==> config.mk <==
export PLATFORM = sky130hd
export DESIGN_NAME = facd_cmd_decoder
export DESIGN_NICKNAME = d
export VERILOG_FILES = /design/src/core/facd_result_mem.v /design/src/core/facd_cmd_decoder.v
export VERILOG_INCLUDE_DIRS = /design/src /design/src/shared
export SDC_FILE = /design/constraint.sdc
export NUM_CORES = 1
export LEC_CHECK = 0
export BUFFER_PORTS_ARGS = -buffer_cell sky130_fd_sc_hd__buf_2
export CORE_MARGIN = 1
export CORE_UTILIZATION = 32
export CTS_CLUSTER_SIZE = 25
export DETAILED_ROUTE_END_ITERATION = 10
export GPL_ROUTABILITY_DRIVEN = 1
export GPL_TIMING_DRIVEN = 0
export SYNTH_ARGS = -nofsm -noshare
export SYNTH_HDL_FRONTEND = slang
export SYNTH_HIERARCHICAL = 1
export SYNTH_SLANG_ARGS = --single-unit
==> constraint.sdc <==
create_clock -name clk_sys -period 4.9 [get_ports clk_sys]
set_input_delay 0.245 -clock clk_sys [delete_from_list [all_inputs] [get_ports clk_sys]]
set_output_delay 0.245 -clock clk_sys [all_outputs]
set_load 0.005 [all_outputs]
==> src/shared/facd_defs.vh <==
// Functional notes
// - Configure opcode 13H, then zero byte, flags/threshold byte, precomp track byte.
// - Dump opcode 0EH, no parameters, internal registers queued for result.
// - Dump returns ten bytes in fixed order, cylinders first, precomp last.
// - Dump byte seven is sector count after format, end-of-track after read/write.
// - Dump drive select bits are internal, never drive external select pins.
// - Read identifier keeps the first error-free identifier field of the cylinder.
// - Read identifier returns status 0,1,2 then cylinder, head, sector, size.
// - Perpendicular mode opcode 12H plus byte whose bit 7 gates the update.
// - Unknown opcode is a no-op: standby and one result byte 80H.
// - Lock opcode bit 7 new value, bits 6-0 0010100; result has lock in bit 4.
// - With implied seek enabled, data transfers seek before moving data.
`ifndef FACD_DEFS_VH
`define FACD_DEFS_VH
`define FACD_OP_CONFIG      8'h13
`define FACD_OP_DUMP        8'h0E
`define FACD_OP_PERP        8'h12
`define FACD_OP_LOCK_LO     7'h14
`define FACD_OP_RSEEK_LO    6'h0F
`define FACD_OP_RDID_LO     6'h0A
`define FACD_ST0_INVALID    8'h80
`define FACD_DUMP_LEN       4'hA
`define FACD_RDID_LEN       4'h7
`define FACD_CFG_PARAMS     2'h3
`define FACD_SEEK_PARAMS    2'h2
`define FACD_RDID_PARAMS    2'h1
`define FACD_PERP_PARAMS    2'h1
`define FACD_CFG_EIS_BIT    6
`define FACD_CFG_FIFO_DISABLE_FLAG_BIT  5
`define FACD_CFG_POLL_BIT   4
`define FACD_LOCK_RES_BIT   4
`define FACD_PERP_OW_BIT    7
`define FACD_CFG_RST        8'h20
`define FACD_PRECOMP_START_TRACK_RST     8'h00
`endif

==> src/core/facd_result_mem.v <==
`timescale 1ns/1ps
`default_nettype none
// Small result byte store, read data registered
module facd_result_mem (
	input  wire       clk_sys,  // Core clock
	input  wire       we,       // Write enable
	input  wire [3:0] waddr,    // Write index
	input  wire [7:0] wdata,    // Write byte
	input  wire [3:0] raddr,    // Read index
	output reg  [7:0] rdata     // Registered read byte
);
	reg [7:0] mem [0:15];

	// No reset: contents only read after being written
	always @(posedge clk_sys) begin
		if (we) begin
			mem[waddr] <= wdata;
		end
		rdata <= mem[raddr];
	end
endmodule // facd_result_mem
`default_nettype wire

==> src/core/facd_cmd_decoder.v <==
`timescale 1ns/1ps
`default_nettype none
`include "facd_defs.vh"
// Auxiliary command interpreter: command, execution and result phases
module facd_cmd_decoder (
	input  wire       clk_sys,          // Core clock, 40 MHz
	input  wire       rst,              // Async reset, active high
	input  wire       cmd_wr,           // Host writes a byte
	input  wire [7:0] cmd_wdata,        // Byte written
	input  wire       res_rd,           // Host reads a result byte
	output reg  [7:0] res_rdata,        // Result byte, valid cycle after res_rd
	output wire       res_avail,        // Result bytes pending
	output wire       cmd_busy,         // Not idle
	input  wire [7:0] step_rate_head_unload, // Step rate and unload byte
	input  wire [7:0] head_load_nondma, // Head load and non-DMA byte
	input  wire [7:0] sector_count,     // Last format sector count
	input  wire [7:0] end_of_track_sector, // Last read/write end of track
	input  wire       last_was_format,  // Previous command was format
	input  wire [1:0] gap_write_gate_flag,        // Gap and write gate flags
	input  wire [3:0] dsel_internal_in, // Internal drive select bits
	output reg        seek_start,       // Relative seek request pulse
	output reg        seek_dir,         // Step direction
	output reg  [7:0] relative_cylinder_count, // Step count
	input  wire       seek_done,        // Seek finished pulse
	input  wire [7:0] seek_new_cyl,     // Cylinder after seek
	output reg        rdid_start,       // Read identifier request pulse
	output reg        double_density_select, // Density for read identifier
	output reg        head_select,      // Head for current command
	output reg  [1:0] drive_num,        // Drive for current command
	input  wire       id_valid,         // Error-free identifier seen
	input  wire [31:0] id_field,        // Cylinder, head, sector, size
	input  wire [23:0] rdid_status,     // Status bytes 0,1,2
	input  wire       rdid_done,        // Read identifier finished pulse
	input  wire       xfer_req,         // Data transfer command start pulse
	output wire       xfer_seek_first,  // Transfer must seek first
	output reg        implied_seek_enable, // Configured implied seek
	output reg        fifo_disable_flag,   // Configured FIFO disable
	output reg        poll_disable,     // Configured polling disable
	output reg  [3:0] fifo_threshold,   // Configured FIFO threshold
	output reg  [7:0] precomp_start_track, // Configured precomp track
	output reg        lock_q,           // Lock state
	output reg  [7:0] perp_setting,     // Perpendicular setting bits
	output reg        standby_req,      // Invalid opcode standby pulse
	output reg        irq,              // Level interrupt
	input  wire       irq_clr_wr,       // Write-one-to-clear strobe
	input  wire [1:0] irq_clr_data,     // Bits to clear
	input  wire [1:0] irq_mask,         // Interrupt mask, 1 enables
	output reg  [1:0] irq_status        // Sticky: 0 seek done, 1 read id done
);
	localparam S_IDLE = 3'd0;
	localparam S_PARAM = 3'd1;
	localparam S_EXEC = 3'd2;
	localparam S_LOAD = 3'd3;
	localparam S_RESULT = 3'd4;

	localparam C_NONE = 3'd0;
	localparam C_CFG = 3'd1;
	localparam C_SEEK = 3'd2;
	localparam C_RDID = 3'd3;
	localparam C_PERP = 3'd4;
	localparam C_LOCK = 3'd5;

	// Configuration reset image, split into fields below
	localparam [7:0] CFG_RST = `FACD_CFG_RST;

	reg [2:0]  state_q;
	reg [2:0]  cmd_q;
	reg [1:0]  pcnt_q;
	reg [1:0]  pidx_q;
	reg [3:0]  widx_q;
	reg [3:0]  rlen_q;
	reg [3:0]  ridx_q;
	wire [3:0] mem_raddr;
	reg [7:0]  cyl_q [0:3];
	reg [31:0] id_q;
	reg        id_got_q;
	reg        mem_we;
	reg [3:0]  mem_waddr;
	reg [7:0]  mem_wdata;
	wire [7:0] mem_rdata;
	integer    i;

	// Param count per opcode; zero count means no parameters
	function [4:0] op_decode;
		input [7:0] op;
		begin
			if (op == `FACD_OP_CONFIG) begin
				op_decode = {C_CFG, `FACD_CFG_PARAMS};
			end else if (op[7] && op[5:0] == `FACD_OP_RSEEK_LO) begin
				op_decode = {C_SEEK, `FACD_SEEK_PARAMS};
			end else if (!op[7] && op[5:0] == `FACD_OP_RDID_LO) begin
				op_decode = {C_RDID, `FACD_RDID_PARAMS};
			end else if (op == `FACD_OP_PERP) begin
				op_decode = {C_PERP, `FACD_PERP_PARAMS};
			end else begin
				op_decode = {C_NONE, 2'd0};
			end
		end
	endfunction

	// Dump byte by index
	function [7:0] dump_byte;
		input [3:0] idx;
		begin
			case (idx)
				4'd0: dump_byte = cyl_q[0];
				4'd1: dump_byte = cyl_q[1];
				4'd2: dump_byte = cyl_q[2];
				4'd3: dump_byte = cyl_q[3];
				4'd4: dump_byte = step_rate_head_unload;
				4'd5: dump_byte = head_load_nondma;
				4'd6: dump_byte = last_was_format ? sector_count : end_of_track_sector;
				4'd7: dump_byte = {lock_q, 1'b0, dsel_internal_in, gap_write_gate_flag};
				4'd8: dump_byte = {1'b0, implied_seek_enable, fifo_disable_flag,
					poll_disable, fifo_threshold};
				default: dump_byte = precomp_start_track;
			endcase
		end
	endfunction

	// Read identifier result byte by index
	function [7:0] rdid_byte;
		input [3:0] idx;
		begin
			case (idx)
				4'd0: rdid_byte = rdid_status[23:16];
				4'd1: rdid_byte = rdid_status[15:8];
				4'd2: rdid_byte = rdid_status[7:0];
				4'd3: rdid_byte = id_q[31:24];
				4'd4: rdid_byte = id_q[23:16];
				4'd5: rdid_byte = id_q[15:8];
				default: rdid_byte = id_q[7:0];
			endcase
		end
	endfunction

	facd_result_mem u_mem (
		.clk_sys (clk_sys),
		.we      (mem_we),
		.waddr   (mem_waddr),
		.wdata   (mem_wdata),
		.raddr   (mem_raddr),
		.rdata   (mem_rdata)
	);

	assign res_avail = (state_q == S_RESULT);
	assign cmd_busy = (state_q != S_IDLE);
	// Read one ahead on a strobe, so back-to-back reads never see a stale byte
	assign mem_raddr = (state_q == S_RESULT && res_rd) ? ridx_q + 4'd1 : ridx_q;
	assign xfer_seek_first = xfer_req & implied_seek_enable;

	// Result memory fill during load phase; snapshot taken here
	always @* begin
		mem_we = (state_q == S_LOAD);
		mem_waddr = widx_q;
		if (cmd_q == C_RDID) begin
			mem_wdata = rdid_byte(widx_q);
		end else begin
			mem_wdata = dump_byte(widx_q);
		end
	end

	// Sticky events; a new event wins over a same-cycle clear
	always @(posedge clk_sys or posedge rst) begin
		if (rst) begin
			irq_status <= 2'h0;
			irq <= 1'b0;
		end else begin
			irq_status <= (irq_status & ~({2{irq_clr_wr}} & irq_clr_data))
				| {rdid_done, seek_done};
			irq <= |(irq_status & irq_mask);
		end
	end

	// Main sequencer
	always @(posedge clk_sys or posedge rst) begin
		if (rst) begin
			state_q <= S_IDLE;
			cmd_q <= C_NONE;
			pcnt_q <= 2'd0;
			pidx_q <= 2'd0;
			widx_q <= 4'd0;
			rlen_q <= 4'd0;
			ridx_q <= 4'd0;
			res_rdata <= 8'h00;
			for (i = 0; i < 4; i = i + 1) begin
				cyl_q[i] <= 8'h00;
			end
			id_q <= 32'h0;
			id_got_q <= 1'b0;
			seek_start <= 1'b0;
			seek_dir <= 1'b0;
			relative_cylinder_count <= 8'h00;
			rdid_start <= 1'b0;
			double_density_select <= 1'b0;
			head_select <= 1'b0;
			drive_num <= 2'd0;
			implied_seek_enable <= CFG_RST[`FACD_CFG_EIS_BIT];
			fifo_disable_flag <= CFG_RST[`FACD_CFG_FIFO_DISABLE_FLAG_BIT];
			poll_disable <= CFG_RST[`FACD_CFG_POLL_BIT];
			fifo_threshold <= CFG_RST[3:0];
			precomp_start_track <= `FACD_PRECOMP_START_TRACK_RST;
			lock_q <= 1'b0;
			perp_setting <= 8'h00;
			standby_req <= 1'b0;
		end else begin
			seek_start <= 1'b0;
			rdid_start <= 1'b0;
			standby_req <= 1'b0;
			case (state_q)
				S_IDLE: begin
					ridx_q <= 4'd0;
					widx_q <= 4'd0;
					pidx_q <= 2'd0;
					if (cmd_wr) begin
						{cmd_q, pcnt_q} <= op_decode(cmd_wdata);
						if (cmd_wdata == `FACD_OP_DUMP) begin
							rlen_q <= `FACD_DUMP_LEN;
							state_q <= S_LOAD;
						end else if (cmd_wdata[6:0] == `FACD_OP_LOCK_LO) begin
							lock_q <= cmd_wdata[7];
							widx_q <= 4'd0;
							rlen_q <= 4'd1;
							state_q <= S_RESULT;
						end else if (op_decode(cmd_wdata) == 5'd0) begin
							standby_req <= 1'b1;
							rlen_q <= 4'd1;
							state_q <= S_RESULT;
						end else begin
							if (cmd_wdata[7] && cmd_wdata[5:0] == `FACD_OP_RSEEK_LO) begin
								seek_dir <= cmd_wdata[6];
							end
							if (!cmd_wdata[7] && cmd_wdata[5:0] == `FACD_OP_RDID_LO) begin
								double_density_select <= cmd_wdata[6];
							end
							state_q <= S_PARAM;
						end
						if (cmd_wdata[6:0] == `FACD_OP_LOCK_LO) begin
							cmd_q <= C_LOCK;
						end
					end
				end
				S_PARAM: begin
					if (cmd_wr) begin
						pidx_q <= pidx_q + 2'd1;
						if (pidx_q == 2'd0 && (cmd_q == C_SEEK || cmd_q == C_RDID)) begin
							head_select <= cmd_wdata[2];
							drive_num <= cmd_wdata[1:0];
						end
						if (cmd_q == C_CFG && pidx_q == 2'd1) begin
							implied_seek_enable <= cmd_wdata[`FACD_CFG_EIS_BIT];
							fifo_disable_flag <= cmd_wdata[`FACD_CFG_FIFO_DISABLE_FLAG_BIT];
							poll_disable <= cmd_wdata[`FACD_CFG_POLL_BIT];
							fifo_threshold <= cmd_wdata[3:0];
						end
						if (cmd_q == C_CFG && pidx_q == 2'd2) begin
							precomp_start_track <= cmd_wdata;
						end
						if (cmd_q == C_SEEK && pidx_q == 2'd1) begin
							relative_cylinder_count <= cmd_wdata;
						end
						if (cmd_q == C_PERP && cmd_wdata[`FACD_PERP_OW_BIT]) begin
							perp_setting <= {1'b0, cmd_wdata[6:0]};
						end
						if (pidx_q + 2'd1 == pcnt_q) begin
							if (cmd_q == C_SEEK) begin
								seek_start <= 1'b1;
								state_q <= S_EXEC;
							end else if (cmd_q == C_RDID) begin
								rdid_start <= 1'b1;
								id_got_q <= 1'b0;
								state_q <= S_EXEC;
							end else begin
								state_q <= S_IDLE;
							end
						end
					end
				end
				S_EXEC: begin
					if (cmd_q == C_RDID && id_valid && !id_got_q) begin
						id_q <= id_field;
						id_got_q <= 1'b1;
					end
					if (cmd_q == C_SEEK && seek_done) begin
						cyl_q[drive_num] <= seek_new_cyl;
						state_q <= S_IDLE;
					end
					if (cmd_q == C_RDID && rdid_done) begin
						rlen_q <= `FACD_RDID_LEN;
						state_q <= S_LOAD;
					end
				end
				S_LOAD: begin
					widx_q <= widx_q + 4'd1;
					if (widx_q + 4'd1 == rlen_q) begin
						state_q <= S_RESULT;
					end
				end
				S_RESULT: begin
					if (res_rd) begin
						ridx_q <= ridx_q + 4'd1;
						if (rlen_q == 4'd1) begin
							// Single fixed byte paths bypass the memory
							if (cmd_q == C_LOCK) begin
								res_rdata <= lock_q ? (8'h01 << `FACD_LOCK_RES_BIT) : 8'h00;
							end else begin
								res_rdata <= `FACD_ST0_INVALID;
							end
						end else begin
							// Memory output already holds the byte at ridx_q
							res_rdata <= mem_rdata;
						end
						if (ridx_q + 4'd1 == rlen_q) begin
							state_q <= S_IDLE;
						end
					end
				end
				default: state_q <= S_IDLE;
			endcase
		end
	end
endmodule // facd_cmd_decoder
`default_nettype wire

# == After elaboration in Yosys (flattened, before gate mapping) ==
# Memories as Yosys holds them, arrays and structs flattened. A register that Yosys moved wholly into a read port is not among the register bits.
# Index checks and enable logic that the tools add are counted.
# word_totals
mem_count,1
ram_bits,128
register_bits,137
# memory_table
name,words,word_bits,read_ports,rd_ports_with_merged_regs,wr,line,rtl
u_mem.mem,16,8,1,1,1,facd_result_mem.v:12,reg [7:0] mem [0:15];
# op_classes
n_lt_le_gt_ge,2
bitwise,10
n_reduce_logical,44
muxes,67
n_addsub,3
n_eq_ne,41
# ops
op,count
8-bit case mux with 9 select lines,1
8-bit case mux with 6 select lines,1
5-bit 2-to-1 mux,9
8-bit 2-to-1 mux,5
3-bit 2-to-1 mux,12
32-bit bitwise mux,1
4-bit 2-to-1 mux,7
4-bit case mux with 2 select lines,3
1-bit 2-to-1 mux,21
6-bit AND reduction,3
8-bit demux with 2-bit select,1
"4-bit by 3-bit equality test with 1-bit output, second input constant",4
"8-bit by 5-bit equality test with 1-bit output, second input constant",2
"2-bit != test, second input constant",8
3-bit case mux with 5 select lines,1
3-bit AND reduction,5
1-bit logical AND,13
"3-bit by 2-bit equality test with 1-bit output, second input constant",4
"6-bit by 4-bit equality test with 1-bit output, second input constant",2
2-bit AND reduction,6
2-bit nonzero test,5
"3-bit equality test, second input constant",3
"4-bit by 1-bit adder with 4-bit output, second input constant",2
"4-bit by 1-bit equality test with 1-bit output, second input constant",2
other kinds (34),46

# == Logic depth before layout (Yosys ltp) ==
# logic_depth
word_depth,15
mapped_depth,10

# == Modules after synthesis ==
# The synthesis kept the hierarchy.
# by_module_without_submodules
module,instances,cells_per_inst,area_per_inst_um2
facd_cmd_decoder,1,650,7257.0
facd_result_mem,1,229,5147.4

# == Worst setup path after synthesis ==
# Ideal clock, no wire load.
# synth_path
path_type,register -> register
from,"reg widx_q[0], in the netlist mem_waddr[0]"
to,"mem u_mem.mem[0][0], data pin"
path_stages_with_launch,9
setup_slack_ns,2.236
t_arrival_ns,2.333
period_less_slack_ns,2.664
path_cell_list,dfrtp_1 -> inv_1 -> ha_1 -> clkbuf_1 -> clkbuf_1 -> a22oi_1 -> a21oi_1 -> a211oi_1 -> o21ai_0
# synth_via
elab_chain_cells,3
elab_cells_between_ends,12
classes_between,eq/ne: 8; mux: 3; reduce/logical: 1
# synth_rtl
item,line,rtl
"start, declared",facd_cmd_decoder.v:70,reg [3:0] widx_q;
"start signal, assigned",facd_cmd_decoder.v:294,widx_q <= widx_q + 4'd1;
4-bit equality test (tied with other cells),facd_cmd_decoder.v:105,case (idx)
8-bit case mux with 9 select lines or 8-bit case mux with 6 select lines (tied branches),"facd_cmd_decoder.v:105, facd_cmd_decoder.v:125",
8-bit 2-to-1 mux (*),facd_cmd_decoder.v:156,if (cmd_q == C_RDID) begin
named net mem_wdata[0],facd_cmd_decoder.v:79,reg [7:0] mem_wdata;
"end, declared",facd_result_mem.v:12,
# Mark *: on every way through the listed nets, which the timed path passes. The rest lies on a longest branch.

# == Worst setup path in the final report ==
# layout_path
from,"reg widx_q[0], in the netlist mem_waddr[0]"
to,"mem u_mem.mem[11][3], data pin"
# The elaborated chain is that of the path after synthesis.

==> metrics.txt <==
DR vias/cell between 5 and 6; Area growth syn-to-layout 25.6%; cell with the most instances after synthesis dfrtp_1; synth top area cells edfxtp_1 31%, dfrtp_1 27%, mux2_2 6.4%; design area about 16000 um2; IO Pins ~180; Synth top area share 31.0%; Slew Limit Fails 0; share of layout cells above drive strength 1 about a third; status complete, no violations; ys async rst share about half; CP Launch Type register; largest net degree at the start of global routing 82; Final Skew around 0.019 ns; CTS Buf Count 30; CTS tree yes; area leader, netlist edfxtp_1; cell-by-cell trace of the critical path ha_1 > clkbuf_1 > buf_2 > a222oi_1 > a211oi_1 > o32ai_1 > a21oi_1; Max-slew headroom around 10%; Worst-Margin Slew about 1.3 ns; Crit Reg-Reg Startpoint mem_waddr[0]; fill count around 3600; clk_lat worst skew about 0.55 ns; fmax roughly 260 MHz; crit-path leading delay family compound AO/OA/AOI/OAI gates; setup TNS 0 ns; final net count between 1000 and 1500; Initial Utilization 32.7%; Residual DRC 0; via count between 8000 and 9000; largest fanout on the critical path 16; n_diodes 0; Final Setup Violations 0; Cell Area, Synth 12400 um2; Lkg Pwr just under 0.007 uW; placed cell areas ~14000 um2; antenna violations before repair 0; WHS approximately 0.032 ns; DPL Wire Length ~24000 um; H-tree Lvls 1; hold_buf cts 48; setup bufs post-CTS 0; dpl cells between 1500 and 2000; FF/Latch Area 7430 um2; Pwr per Cell Area 323 nW/um2; CTS Buffer Depth 3; CTS Sinks between 200 and 300; Final ANT Viol Nets 0; routability cong. ~0.8; Die Y a little under 200 um; Synth Register Bits about 270; die width between 150 and 200 um; Mapped Nets a little over 1000; CTS Root Cell clkbuf_16; initial detailed-routing violation count between 500 and 600; Rows between 70 and 80; number of synthesized flops with an enable pin ~130; crit end category register; vias in the first global route 8602; worst path arrival time around 4.0 ns; RSZ-0062 raised after global routing no; syn_area_per_cell 14.1 um2; Synth Flop Type dfrtp_1; top cells by count, synth 136 x dfrtp_1, 128 x edfxtp_1, 71 x mux2_2, 71 x nand2_1, 46 x nor2_1; required time worst endpoint a little over 5 ns; IO Port Bufs about 170; global-route wire length before repair slightly above 50000 um; hold path startpoint rdid_done; gr usage total approximately 17%; Clock transition at path regs around 0.06 ns; Syn Inst Count about 900; crit path kind register to register; final non-filler cell total about 1700; multi-input logic area 4650 um2; DRT Pass-1 Iters 5; PostCTS Resize Cnt 0; Worst VDD drop roughly 0.26 mV; Seq/Total Area, Yosys between 50% and 60%; class of the worst hold path input pin to register; max-cap viol count 0; WP buf/inv 2; Die Area around 40000 um2; Hold Fails Final Rpt 0; Core Footprint roughly 38000 um2; Routed WL approximately 34000 um; Avg WL per Cell ~20 um; slowest stage delay, CP around 0.94 ns; r2r setup slk 1.12 ns; yosys warns 6; post-layout util between 40% and 50%; Final Critical Period roughly 3.8 ns; synth unique cells 73; Final Cycle Share between 70 and 80%; CP startpoint mem_waddr[0]; total gr overflow 0; CP max stage cell a21oi_1
## cells in the final DEF (no fill, tap or decap), types with 27 or more instances in the layout
cell	synthesis	final
buf_2	12	184
mux2_2	71	71
a22oi_1	32	32
dlygate4sd3_1	0	48
edfxtp_1	128	128
nand2_1	71	71
dfrtp_1	136	136
mux2_4	30	30
nor2_1	46	46
clkbuf_16	0	31
clkbuf_1	23	27
## layer usage
layer	track usage (%)	routed length, um	vias to the layer above
met3	2.56	2110	53
met2	26.6	15300	316
met5	0	0	-
li1	-	-	3879
met1	24.5	15200	4277
met4	5.70	974	0
## worst min-delay path: cells and delay by family
| family | cells | cell delay (ns) |
|---|---|---|
| AND/OR/NAND/NOR | 1 | 0.06 |
| buffers and inverters | 2 | 0.22 |
## per-stage QoR
stage               setup WS (ns)  total power (uW)
floorplan                   0.989              2480
global placement           -0.870              2560
detailed placement          0.877              2560
CTS                         0.829              5080
global route                0.831              5190
finish                       1.12              5030
## final timing paths
kind	end	depth (start not counted)
worst min-delay path	irq_status[1]	3
worst min register to register	res_rdata[0]	2
min in group asynchronous	cyl_q[26]	3
worst max register to register	u_mem/mem[11][3]	7
max in group asynchronous	res_rdata[5]	4
worst max-delay path	u_mem/mem[11][3]	7
## cell type report
class | instances | share of cell area [%]
clock inverters | 15 | 1.53
multi-input cells | 541 | 29.9
flip-flops and latches | 273 | 47.7
plain buffers | 53 | 1.86
well taps | 511 | 4.10
clock buffers | 41 | 5.61
repair buffers | 225 | 9.00
inverters | 12 | 0.321
## where the power goes
| group | internal [uW] | switching (uW) | total, uW |
|---|---|---|---|
| sequential | 2380 | 1.94 | 2390 |
| combinational | 78.9 | 80.3 | 159 |
| clock | 1560 | 920 | 2480 |
## state kept, by name, summed over array words and instances, names as in the netlist, 4 cells and up
register                 count
fifo_threshold               4
id_q                        32
relative_cylinder_count      8
perp_setting                 7
res_rdata                    8
cyl_q                       32
u_mem/mem                  128
u_mem/rdata                  8
ridx_q                       4
mem_waddr                    4
rlen_q                       4
precomp_start_track          8
## kinds of logic (layout without fill, tap and decap cells)
kind of cell	Yosys count	after routing	share of synthesized area [%]
flops	273	273	59.9
simple gates	213	213	9.05
compound gates	153	153	8.69
mux	149	149	17.6
buf+inv	65	346	2.69
xor+xnor	17	17	1.20
fa+ha+maj	8	8	0.807
other cells	1	1	0.0302
Power figures use the tool's default switching activity.
